`config.mk`:
```
export PLATFORM = sky130hd
export DESIGN_NAME = srsc_ctrl
export DESIGN_NICKNAME = d
export VERILOG_FILES = /design/src/srsc_pkg.sv /design/src/srsc_boot_timer.sv /design/src/srsc_ctrl.sv
export SDC_FILE = /design/constraint.sdc
export NUM_CORES = 1
export LEC_CHECK = 0
export BUFFER_PORTS_ARGS = -buffer_cell sky130_fd_sc_hd__buf_2
export CAP_MARGIN = 20
export CORE_ASPECT_RATIO = 2
export CORE_MARGIN = 3
export CORE_UTILIZATION = 46
export DETAILED_ROUTE_END_ITERATION = 12
export GPL_TIMING_DRIVEN = 0
export PLACE_DENSITY = 0.81
export SLEW_MARGIN = 20
export SYNTH_ARGS = -nofsm -noshare
export SYNTH_HDL_FRONTEND = slang
export SYNTH_SLANG_ARGS = --single-unit
```
`constraint.sdc`:
```
create_clock -name CLK_SYS_IN -period 1.59 [get_ports CLK_SYS_IN]
set_input_delay 0.318 -clock CLK_SYS_IN [delete_from_list [all_inputs] [get_ports CLK_SYS_IN]]
set_output_delay 0.318 -clock CLK_SYS_IN [all_outputs]
set_load 0.005 [all_outputs]
```
`src/srsc_pkg.sv`:
```
package srsc_pkg;
	// register location and reset value
	localparam logic [7:0] CTRL_ADDR = 8'h2b;
	localparam logic [7:0] CTRL_RESET = 8'h00;
	// field positions inside the control register
	localparam int SELF_TEST_BIT = 7;
	localparam int RST_BIT = 6;
	localparam int SPARE_BIT = 5;
	localparam int SMODS_LSB = 3;
	localparam int SLPE_BIT = 2;
	localparam int MODS_LSB = 0;
	// oversampling power modes
	localparam logic [1:0] OSR_NORMAL = 2'h0;
	localparam logic [1:0] OSR_LNLP = 2'h1;
	localparam logic [1:0] OSR_HIRES = 2'h2;
	localparam logic [1:0] OSR_LOWPWR = 2'h3;
	// timing: clock period and boot duration
	localparam int CLK_PERIOD_NS = 4;
	localparam int BOOT_TIME_NS = 64;
	localparam int BOOT_CYCLES = (BOOT_TIME_NS + CLK_PERIOD_NS - 1) / CLK_PERIOD_NS;
	localparam int BOOT_CNT_W = 8;
	localparam logic [BOOT_CNT_W-1:0] BOOT_LAST = BOOT_CNT_W'(BOOT_CYCLES - 1);
	// host quiet time after a reset, kept for reference by the host side
	localparam int HOST_WAIT_US = 1;
	localparam int HOST_WAIT_CYCLES = HOST_WAIT_US * 1000 / CLK_PERIOD_NS;
	// reset sequencer states
	typedef enum logic [2:0] {
		SEQ_IDLE = 3'b001,
		SEQ_STBY = 3'b010,
		SEQ_BOOT = 3'b100
	} srsc_state_t;
endpackage

```
`src/srsc_boot_timer.sv`:
```
module srsc_boot_timer (
	// clock and reset
	input wire logic clk_in,
	input wire logic rst_in,
	// control
	input wire logic start_in,
	output logic busy_out,
	output logic done_out
);
	logic [srsc_pkg::BOOT_CNT_W-1:0] cnt_reg;
	logic [srsc_pkg::BOOT_CNT_W-1:0] cnt_next;
	logic busy_next;
	wire at_last = busy_out && (cnt_reg == srsc_pkg::BOOT_LAST);

	// count boot cycles, pulse done on the last one
	assign cnt_next = start_in ? '0 : (busy_out ? cnt_reg + 1'b1 : cnt_reg);
	assign busy_next = start_in | (busy_out & ~at_last);
	// done straight from the count, so the boot state lasts exactly the boot count
	assign done_out = at_last;

	always_ff @(posedge clk_in or posedge rst_in) begin
		if (rst_in) begin
			cnt_reg <= '0;
			busy_out <= 1'b0;
		end else begin
			cnt_reg <= cnt_next;
			busy_out <= busy_next;
		end
	end
endmodule // srsc_boot_timer

```
`src/srsc_ctrl.sv`:
```
module srsc_ctrl (
	// clock and reset
	input wire logic CLK_SYS_IN,
	input wire logic RST_IN,
	// register access port
	input wire logic [7:0] REG_ADDR_IN,
	input wire logic [7:0] REG_WDATA_IN,
	input wire logic REG_WR_IN,
	input wire logic REG_RD_IN,
	input wire logic REG_VIA_I2C_IN,
	output logic [7:0] REG_RDATA_OUT,
	output logic REG_WR_ACK_OUT,
	// hardware reset pin and mode state
	input wire logic RST_PIN_IN,
	input wire logic ACTIVE_IN,
	input wire logic SLEEP_IN,
	// control outputs
	output logic STANDBY_REQ_OUT,
	output logic BOOT_OUT,
	output logic SERIF_RST_OUT,
	output logic SELF_TEST_OUT,
	output logic AUTO_SLEEP_EN_OUT,
	output logic [1:0] OSR_MODE_OUT,
	output logic FIFO_FLUSH_OUT,
	output logic DEBOUNCE_CLR_OUT
);
	// register and sequencer state
	logic [7:0] ctrl_reg;
	logic [7:0] ctrl_next;
	srsc_pkg::srsc_state_t state_reg;
	srsc_pkg::srsc_state_t state_next;

	// one-cycle history of the level inputs, for edge detection
	logic pin_reg;
	logic sleep_reg;

	// boot timer handshake
	logic boot_start;
	logic boot_done;

	////////////////////////////////////////////////////////////////////////
	// decode
	// address match and sequencer idle flag
	wire addr_hit = (REG_ADDR_IN == srsc_pkg::CTRL_ADDR);
	wire in_idle = (state_reg == srsc_pkg::SEQ_IDLE);

	// writes are held off while a reset sequence runs, so a host that ignores
	// the quiet time cannot disturb the register in mid-boot
	wire wr_hit = REG_WR_IN & addr_hit & in_idle; // port held off during reset

	// reset sources: rst bit in a write, or a rising edge on the pin; a pin
	// already high when reset is released counts as an edge
	wire sw_rst = wr_hit & REG_WDATA_IN[srsc_pkg::RST_BIT];
	wire hw_rst = RST_PIN_IN & ~pin_reg;
	wire rst_req = in_idle & (sw_rst | hw_rst);

	// mode register reports standby while its active bit is clear
	wire standby = ~ACTIVE_IN;

	// a sleep/wake change counts only with auto-sleep enabled; the history
	// flop keeps flush and debounce clear to one cycle per change
	wire sleep_edge = ctrl_reg[srsc_pkg::SLPE_BIT] & (SLEEP_IN ^ sleep_reg);

	// power mode follows the sleep field in sleep, the wake field otherwise
	wire [1:0] smods = ctrl_reg[srsc_pkg::SMODS_LSB +: 2];
	wire [1:0] mods = ctrl_reg[srsc_pkg::MODS_LSB +: 2];
	wire [1:0] osr_sel = SLEEP_IN ? smods : mods;

	// read mux: only the control address answers with data
	wire [7:0] rdata = addr_hit ? ctrl_reg : 8'h00;

	////////////////////////////////////////////////////////////////////////
	// sequencer next state
	// idle: waits for a reset request from a write or from the pin
	// standby wait: holds the standby request until the mode bit reads standby
	// boot: defaults reloaded, back to idle when the timer runs out
	always_comb begin
		state_next = state_reg;
		case (state_reg)
			srsc_pkg::SEQ_IDLE: begin
				if (rst_req) begin
					state_next = standby ? srsc_pkg::SEQ_BOOT : srsc_pkg::SEQ_STBY;
				end
			end
			srsc_pkg::SEQ_STBY: begin
				if (standby) begin
					state_next = srsc_pkg::SEQ_BOOT;
				end
			end
			srsc_pkg::SEQ_BOOT: begin
				if (boot_done) begin
					state_next = srsc_pkg::SEQ_IDLE;
				end
			end
			// an illegal code falls back to idle
			default: state_next = srsc_pkg::SEQ_IDLE;
		endcase
	end

	// boot timer starts on entry to the boot state, from idle or from standby wait;
	// its done flag ends the boot state once the full count has run
	assign boot_start = (state_next == srsc_pkg::SEQ_BOOT) & (state_reg != srsc_pkg::SEQ_BOOT);

	// next values of the registered outputs
	wire seq_busy_next = (state_next != srsc_pkg::SEQ_IDLE);
	wire seq_boot_next = (state_next == srsc_pkg::SEQ_BOOT);
	// the byte that carries a reset over i2c is left unanswered
	wire ack_next = REG_WR_IN & ~(sw_rst & REG_VIA_I2C_IN);

	// register next value: write, hold rst while busy, clear at boot end
	// later assignments win: boot start and boot end override a write in the
	// same cycle, so the rst bit reads back as the sequence really stands
	always_comb begin
		ctrl_next = ctrl_reg;
		if (wr_hit) begin
			ctrl_next = REG_WDATA_IN;
		end
		// pin reset marks the rst bit so a read during the sequence shows it
		if (hw_rst & in_idle) begin
			ctrl_next[srsc_pkg::RST_BIT] = 1'b1;
		end
		if (boot_start) begin
			ctrl_next = srsc_pkg::CTRL_RESET;
			ctrl_next[srsc_pkg::RST_BIT] = 1'b1;
		end
		if (boot_done) begin
			ctrl_next = srsc_pkg::CTRL_RESET;
		end
	end

	////////////////////////////////////////////////////////////////////////
	// boot duration timer; its busy flag is not needed, the boot state says the same
	// the timer shares the block's asynchronous reset
	srsc_boot_timer u_boot (
		.clk_in(CLK_SYS_IN),
		.rst_in(RST_IN),
		.start_in(boot_start),
		.busy_out(),
		.done_out(boot_done)
	);

	////////////////////////////////////////////////////////////////////////
	// state and output registers

	// state, register and edge history; the history flops reset low, the idle
	// level of both pins, so releasing reset with both pins low makes no edge
	always_ff @(posedge CLK_SYS_IN or posedge RST_IN) begin
		if (RST_IN) begin
			state_reg <= srsc_pkg::SEQ_IDLE;
			ctrl_reg <= srsc_pkg::CTRL_RESET;
			pin_reg <= 1'b0;
			sleep_reg <= 1'b0;
		end else begin
			state_reg <= state_next;
			ctrl_reg <= ctrl_next;
			pin_reg <= RST_PIN_IN;
			sleep_reg <= SLEEP_IN;
		end
	end

	// bus answer: read data and write acknowledge
	// read data holds until the next read strobe; every write is answered,
	// a refused one too, except the reset byte that came over i2c
	always_ff @(posedge CLK_SYS_IN or posedge RST_IN) begin
		if (RST_IN) begin
			REG_RDATA_OUT <= 8'h00;
			REG_WR_ACK_OUT <= 1'b0;
		end else begin
			if (REG_RD_IN) begin
				REG_RDATA_OUT <= rdata;
			end
			REG_WR_ACK_OUT <= ack_next;
		end
	end

	// sequencing outputs
	// standby request and interface reset share the sequencer's busy span
	always_ff @(posedge CLK_SYS_IN or posedge RST_IN) begin
		if (RST_IN) begin
			STANDBY_REQ_OUT <= 1'b0;
			BOOT_OUT <= 1'b0;
			SERIF_RST_OUT <= 1'b0;
		end else begin
			STANDBY_REQ_OUT <= seq_busy_next;
			BOOT_OUT <= seq_boot_next;
			SERIF_RST_OUT <= seq_busy_next;
		end
	end

	// functional controls
	// self-test and auto-sleep follow the next register value, so they change
	// with the write; the power mode follows one cycle later
	always_ff @(posedge CLK_SYS_IN or posedge RST_IN) begin
		if (RST_IN) begin
			SELF_TEST_OUT <= 1'b0;
			AUTO_SLEEP_EN_OUT <= 1'b0;
			OSR_MODE_OUT <= srsc_pkg::OSR_NORMAL;
			FIFO_FLUSH_OUT <= 1'b0;
			DEBOUNCE_CLR_OUT <= 1'b0;
		end else begin
			SELF_TEST_OUT <= ctrl_next[srsc_pkg::SELF_TEST_BIT];
			AUTO_SLEEP_EN_OUT <= ctrl_next[srsc_pkg::SLPE_BIT];
			OSR_MODE_OUT <= osr_sel;
			FIFO_FLUSH_OUT <= sleep_edge;
			DEBOUNCE_CLR_OUT <= sleep_edge;
		end
	end
endmodule // srsc_ctrl

```
# ---- Yosys cells after proc, flatten, opt, wreduce, memory -nomap -nowiden
# Index checks and enable logic that the tools add are counted.
dict set report op_classes {
  add_sub_neg 1
  eq_ne 8
  mux 13
  bitwise_logic 17
  reduce_logical 4
}
# operator count
set ops {}
lappend ops {{$mux 8} 6}
lappend ops {{$mux 3} 4}
lappend ops {{$and 1x1->1} 11}
lappend ops {{$pmux 3 s3} 1}
lappend ops {{$add 8x1->8 const B} 1}
lappend ops {{$eq 8x4->1 const B} 1}
lappend ops {{$eq 8x6->1 const B} 1}
lappend ops {{$eq 3x3->1 const B} 2}
lappend ops {{$reduce_bool 4->1} 1}
lappend ops {{$eq 3x1->1 const B} 1}
lappend ops {{$eq 3x2->1 const B} 1}
lappend ops {{$ne 3x1->1 const B} 1}
lappend ops {{$ne 3x3->1 const B} 1}
lappend ops {{$not 1->1} 3}
lappend ops {{$reduce_bool 3->1} 1}
lappend ops {{$mux 2} 1}
lappend ops {{$or 1x1->1} 2}
lappend ops {{$reduce_bool 2->1} 1}
lappend ops {{$logic_and 1x1->1} 1}
lappend ops {{$mux 1} 1}
lappend ops {{$xor 1x1->1} 1}
dict set report word_totals {
  register_bits 38
  in_bits 24
  out_inout_bits 18
  wordCells 59
}

# ---- Depth between registers and ports, before layout
dict set report depth {
  depth_word 12
  ltp_mapped 5
  ltp_nobuf 5
}

# ---- Hierarchy
# Synthesis repeated with hierarchy kept, for this count alone.
dict set report unflattened {
  cells_unflattened 140
  hier_area_um2 1592.8
}
# mod n_inst cells_per_inst area_per_inst_um2 seq_area_each_um2
set by_module_without_submodules {}
lappend by_module_without_submodules {srsc_ctrl 1 94 1127.3 676.9}
lappend by_module_without_submodules {srsc_boot_timer 1 46 465.4 225.2}

# ---- Least setup slack after synthesis
# No wires, ideal clock.
dict set report synth_path {
  kind {input port to flip-flop}
  start {in REG_ADDR_IN[4]}
  end {reg ctrl_reg[2]}
  setup_time_ps 142
  arrival_time_ps 1813
  required_time_ps 1448
  setup_slack_ps -365
  path_stages 5
  path_buffers 1
  cell_sequence {or4b_4 or4_4 a21oi_4 buf_6 nor3_1}
}
dict set report synth_between {
  elab_chain_cells 12
  elab_cells_between_ends 13
  cone_classes {eq/ne (2); mux (5); bitwise (6)}
}
# element line_no
set synth_rtl {}
lappend synth_rtl {{from (decl)} srsc_ctrl.sv:6} ;# input wire logic [7:0] REG_ADDR_IN,
lappend synth_rtl {{$eq 8x6->1 *} srsc_ctrl.sv:44} ;# wire addr_hit = (REG_ADDR_IN == srsc_pkg::CTRL_ADDR);
lappend synth_rtl {{$and 1x1->1 * (2 in a row)} srsc_ctrl.sv:49} ;# wire wr_hit = REG_WR_IN & addr_hit & in_idle;
lappend synth_rtl {{$and 1x1->1} srsc_ctrl.sv:53} ;# wire sw_rst = wr_hit & REG_WDATA_IN[srsc_pkg::RST_BIT];
lappend synth_rtl {{$or 1x1->1} srsc_ctrl.sv:55} ;# wire rst_req = in_idle & (sw_rst | hw_rst);
lappend synth_rtl {{$and 1x1->1} srsc_ctrl.sv:55}
lappend synth_rtl {{$mux 3} srsc_ctrl.sv:81} ;# if (rst_req) begin
lappend synth_rtl {{$pmux 3 s3} srsc_ctrl.sv:79} ;# case (state_reg)
lappend synth_rtl {{$eq 3x3->1} srsc_ctrl.sv:102} ;# assign boot_start = (state_next == srsc_pkg::SEQ_BOOT) & (state_reg != srsc_pkg::SEQ_BOOT);
lappend synth_rtl {{$and 1x1->1} srsc_ctrl.sv:102}
lappend synth_rtl {{$mux 8 *} srsc_ctrl.sv:122} ;# if (boot_start) begin
lappend synth_rtl {{$mux 8 *} srsc_ctrl.sv:126} ;# if (boot_done) begin
lappend synth_rtl {{to (signal assigned)} srsc_ctrl.sv:150} ;# ctrl_reg <= srsc_pkg::CTRL_RESET;
lappend synth_rtl {{to (signal assigned)} srsc_ctrl.sv:155} ;# ctrl_reg <= ctrl_next;
lappend synth_rtl {{to (decl)} srsc_ctrl.sv:28} ;# logic [7:0] ctrl_reg;
# Every way passes the cells marked *; elsewhere a longest branch is shown, timed or not. The select of a mux whose other input is x is not followed.
# A chain may end at the register's enable or synchronous reset.

# ---- Worst setup path in the final report
dict set report layout_path {
  start {in REG_ADDR_IN[4]}
  end {reg u_boot.cnt_reg[7] (netlist name)}
}
dict set report layout_between {
  elab_chain_cells 11
  elab_cells_between_ends 12
  cone_classes {eq/ne (2); mux (3); bitwise (6); reduce/logical (1)}
}
# element line_no
set layout_rtl {}
lappend layout_rtl {{$eq 8x6->1 *} srsc_ctrl.sv:44}
lappend layout_rtl {{$and 1x1->1 * (2 in a row)} srsc_ctrl.sv:49}
lappend layout_rtl {{$and 1x1->1 *} srsc_ctrl.sv:53}
lappend layout_rtl {{$or 1x1->1 *} srsc_ctrl.sv:55}
lappend layout_rtl {{$and 1x1->1 *} srsc_ctrl.sv:55}
lappend layout_rtl {{$mux 3 *} srsc_ctrl.sv:81}
lappend layout_rtl {{$pmux 3 s3 *} srsc_ctrl.sv:79}
lappend layout_rtl {{$eq 3x3->1 *} srsc_ctrl.sv:102}
lappend layout_rtl {{$and 1x1->1 *} srsc_ctrl.sv:102}
lappend layout_rtl {{$mux 8 / $reduce_bool 2->1 (equally long branches)} n/a}
lappend layout_rtl {{to (signal assigned)} srsc_boot_timer.sv:26} ;# cnt_reg <= cnt_next;
lappend layout_rtl {{to (decl)} srsc_boot_timer.sv:10} ;# logic [srsc_pkg::BOOT_CNT_W-1:0] cnt_reg;
# Every way passes the cells marked *; elsewhere a longest branch is shown, timed or not.

==> flow_summary.toml <==
[sta]
tns_ns = -2.602
rsz0062_at_grt = "yes"
max-slew-margin-rel_pct = 51.75
slew_viol_final = 0
setup_viol = 22
skew_ns = 0.01184
setup_ws_ns = -0.1547
finalHoldViolCount = 0
min_period_ns = 1.745
tightest_slew_ns = 0.7227
fmax_mhz = 573.2
post-route-period-util_pct = 109.7

[worst_hold_path]
hold_path.class = "in -> async"

[yosys]
synth_edf_count = 0
synth.area.top_cells = "dfrtp_1 (57%), mux2i_1 (5.2%), a22o_1 (4.5%)"
syn_nets = 155
yosysTopAreaCellShare_pct = 56.54
yosysSeqAreaShare_pct = 58.24
synth_flop_cell = "dfrtp_1"
synth.largest_area_cell = "dfrtp_1"
yosysWarnings = 0
syn_avg_cell_area_um2 = 11.92
synthDistinctLibCells = 39
yosys-top-cells-count = "dfrtp_1 (35), nor2_1 (12), nor3_1 (11)"
synthArstFlopShare_pct = 100.0
netlist_area_um2 = 1549
yosysMostFrequentCell = "dfrtp_1"
ys_ff_latch = 36
synthCells = 130

[worst_setup_path]
crit_fanout = 10
cp-start-kind = "primary input"
cp.arrival_ns = 1.91
required_ns = 1.76
critical_path_class = "in -> reg"
end_kind = "register"

[pwr]
p_clk_share_pct = 28.2
p_leak_nw = 1.002
power_mw = 2.267
switching_power_mw = 0.6952
p_int_mw = 1.572
p_comb_share_pct = 21.6
max-vdd-ir-drop_mv = 0.7687
switching_share_pct = 30.66
cellPowerDensity_nw_per_um2 = 1158
seqPwrFrac_pct = 50.3

[global_route]
gr-total-overflow = 0
grt_max_degree = 37
grt_pass1_wl_mm = 5.375
antenna_found_initial = 0
gr-usage-all-layers_pct = 18.20
grt_pass1_vias = 1268

[place]
io_buffers = 41
dpl.hpwl_mm = 2.437
place_congestion = 0.7640
dp_cells = 202
pre_cts_ws_ns = -0.5986

[layout]
nFillCells = 266
area_growth_pct = 26.41
fin_cells = 215
drive_gt1_share_pct = 38.59
n_antenna_cell = 0
final_nets = 208

[routing]
antenna_left = 0
drtPass1Iterations = 4
drc = 0
first_iter_violations = 15
drt-total-wl_mm = 3.289
routedWlPerCell_um = 15.30
vias = 1192
vias_per_cell = 5.544

[outcome]
outcome = "finished, violations left"
failed_checks = "negative setup slack"

[clock_tree]
cts_tree = "yes"
cts_made_buffers = 5
clockBufferDepth = 2
cts-hold-fix-buffers = 0
cts_root_buf = "clkbuf_8"
clock_sinks = 36
clk_pin_slew_ns = 0.08
worstSkewPairLatency_ns = 0.29
htreeDepth = 2

[die]
top_level_ports = 42
core.rowCount = 29
dieArea_um2 = 4142
die_width_um = 47.03
core_um2 = 3193
start_util_pct = 48.51
die_y_um = 88.07

[run]
drv_cap = 0
[logic make-up (layout without fill, tap and decap cells)]
family,after synthesis,after routing,synth area share (%)
buffers and inverters,11,65,3.715
AND/OR/NAND/NOR,44,44,15.27
XOR/XNOR,8,8,4.523
adder cells (fa/ha/maj),1,1,0.8076
flip-flops,36,36,58.24
multiplexers,10,10,6.624
AO/OA/AOI/OAI,20,20,10.83
[metrics by stage]
step                      instance area, um^2  hold slack, ns  utilization [%]
after floorplan                          1555          0.3494                -
after global placement                   1799          0.4387            56.35
after detailed placement                 1799          0.4387            56.35
after CTS                                1948          0.1403            61.01
after global routing                     1958          0.1454            61.32
final                                    1958          0.1392            61.32
[worst max-delay path: stages]
cell and delay (ns):
buf_6 0.09, or4b_4 0.55, or4_4 0.56, a21oi_4 0.18
buf_6 0.16, nor2_1 0.06
[cell usage in the layout (no fill, tap or decap), types with 5 or more instances in the layout]
| cell type | n |
|---|---|
| buf_2 | 40 |
| dfrtp_1 | 34 |
| nor2_1 | 11 |
| nor3_1 | 10 |
| a22o_1 | 8 |
| mux2i_1 | 8 |
| buf_4 | 8 |
| nand2_1 | 5 |
| clkbuf_8 | 5 |
[power by group through the flow]
stage | combinational, mW | clock (mW) | sequential (mW)
global placement | 0.409 | 0 | 1.15
global route | 0.562 | 0.699 | 1.15
CTS | 0.492 | 0.661 | 1.14
finish | 0.489 | 0.639 | 1.14
floorplan | 0.322 | 0 | 1.14
detailed placement | 0.436 | 0 | 1.16
[area by class of cell]
cell class	count	area, um^2	area share, %
tap	31	38.79	1.981
clock inverter	3	18.77	0.9585
multi-input combinational	83	619.3	31.63
clock buffer	5	68.82	3.514
inverter	6	22.52	1.150
sequential	36	903.4	46.13
buffer	4	30.03	1.534
timing repair buffer	47	256.5	13.10
[per-layer routing]
metal	vias up	track usage, %	share of wire, %
met5	-	0	0
met4	0	8.564	2.7
met3	11	4.321	5.6
met2	42	32.59	57
met1	572	18.52	35
li1	567	-	-
[what timing repair did]
item,4_1_cts,5_1_grt
pin swaps,3,1
gates resized for setup,7,2
setup endpoints to repair,29,30
buffers inserted,6,0
[final timing paths]
check | from | to | slack (ns) | depth (start not counted)
worst max-delay path | REG_ADDR_IN[4] | u_boot.cnt_reg[7] | -0.15 | 6
worst min-delay path | RST_IN | u_boot.cnt_reg[4] | 0.14 | 2
worst max register to register | state_reg[1] | u_boot.cnt_reg[7] | -0.09 | 5
worst min register to register | ctrl_reg[6] | REG_RDATA_OUT[6] | 0.50 | 1
max in group asynchronous | RST_IN | state_reg[1] | 0.94 | 2
min in group CLK_SYS_IN | RST_PIN_IN | pin_reg | 0.15 | 1
Note: power is estimated with default switching activity, not from simulation.
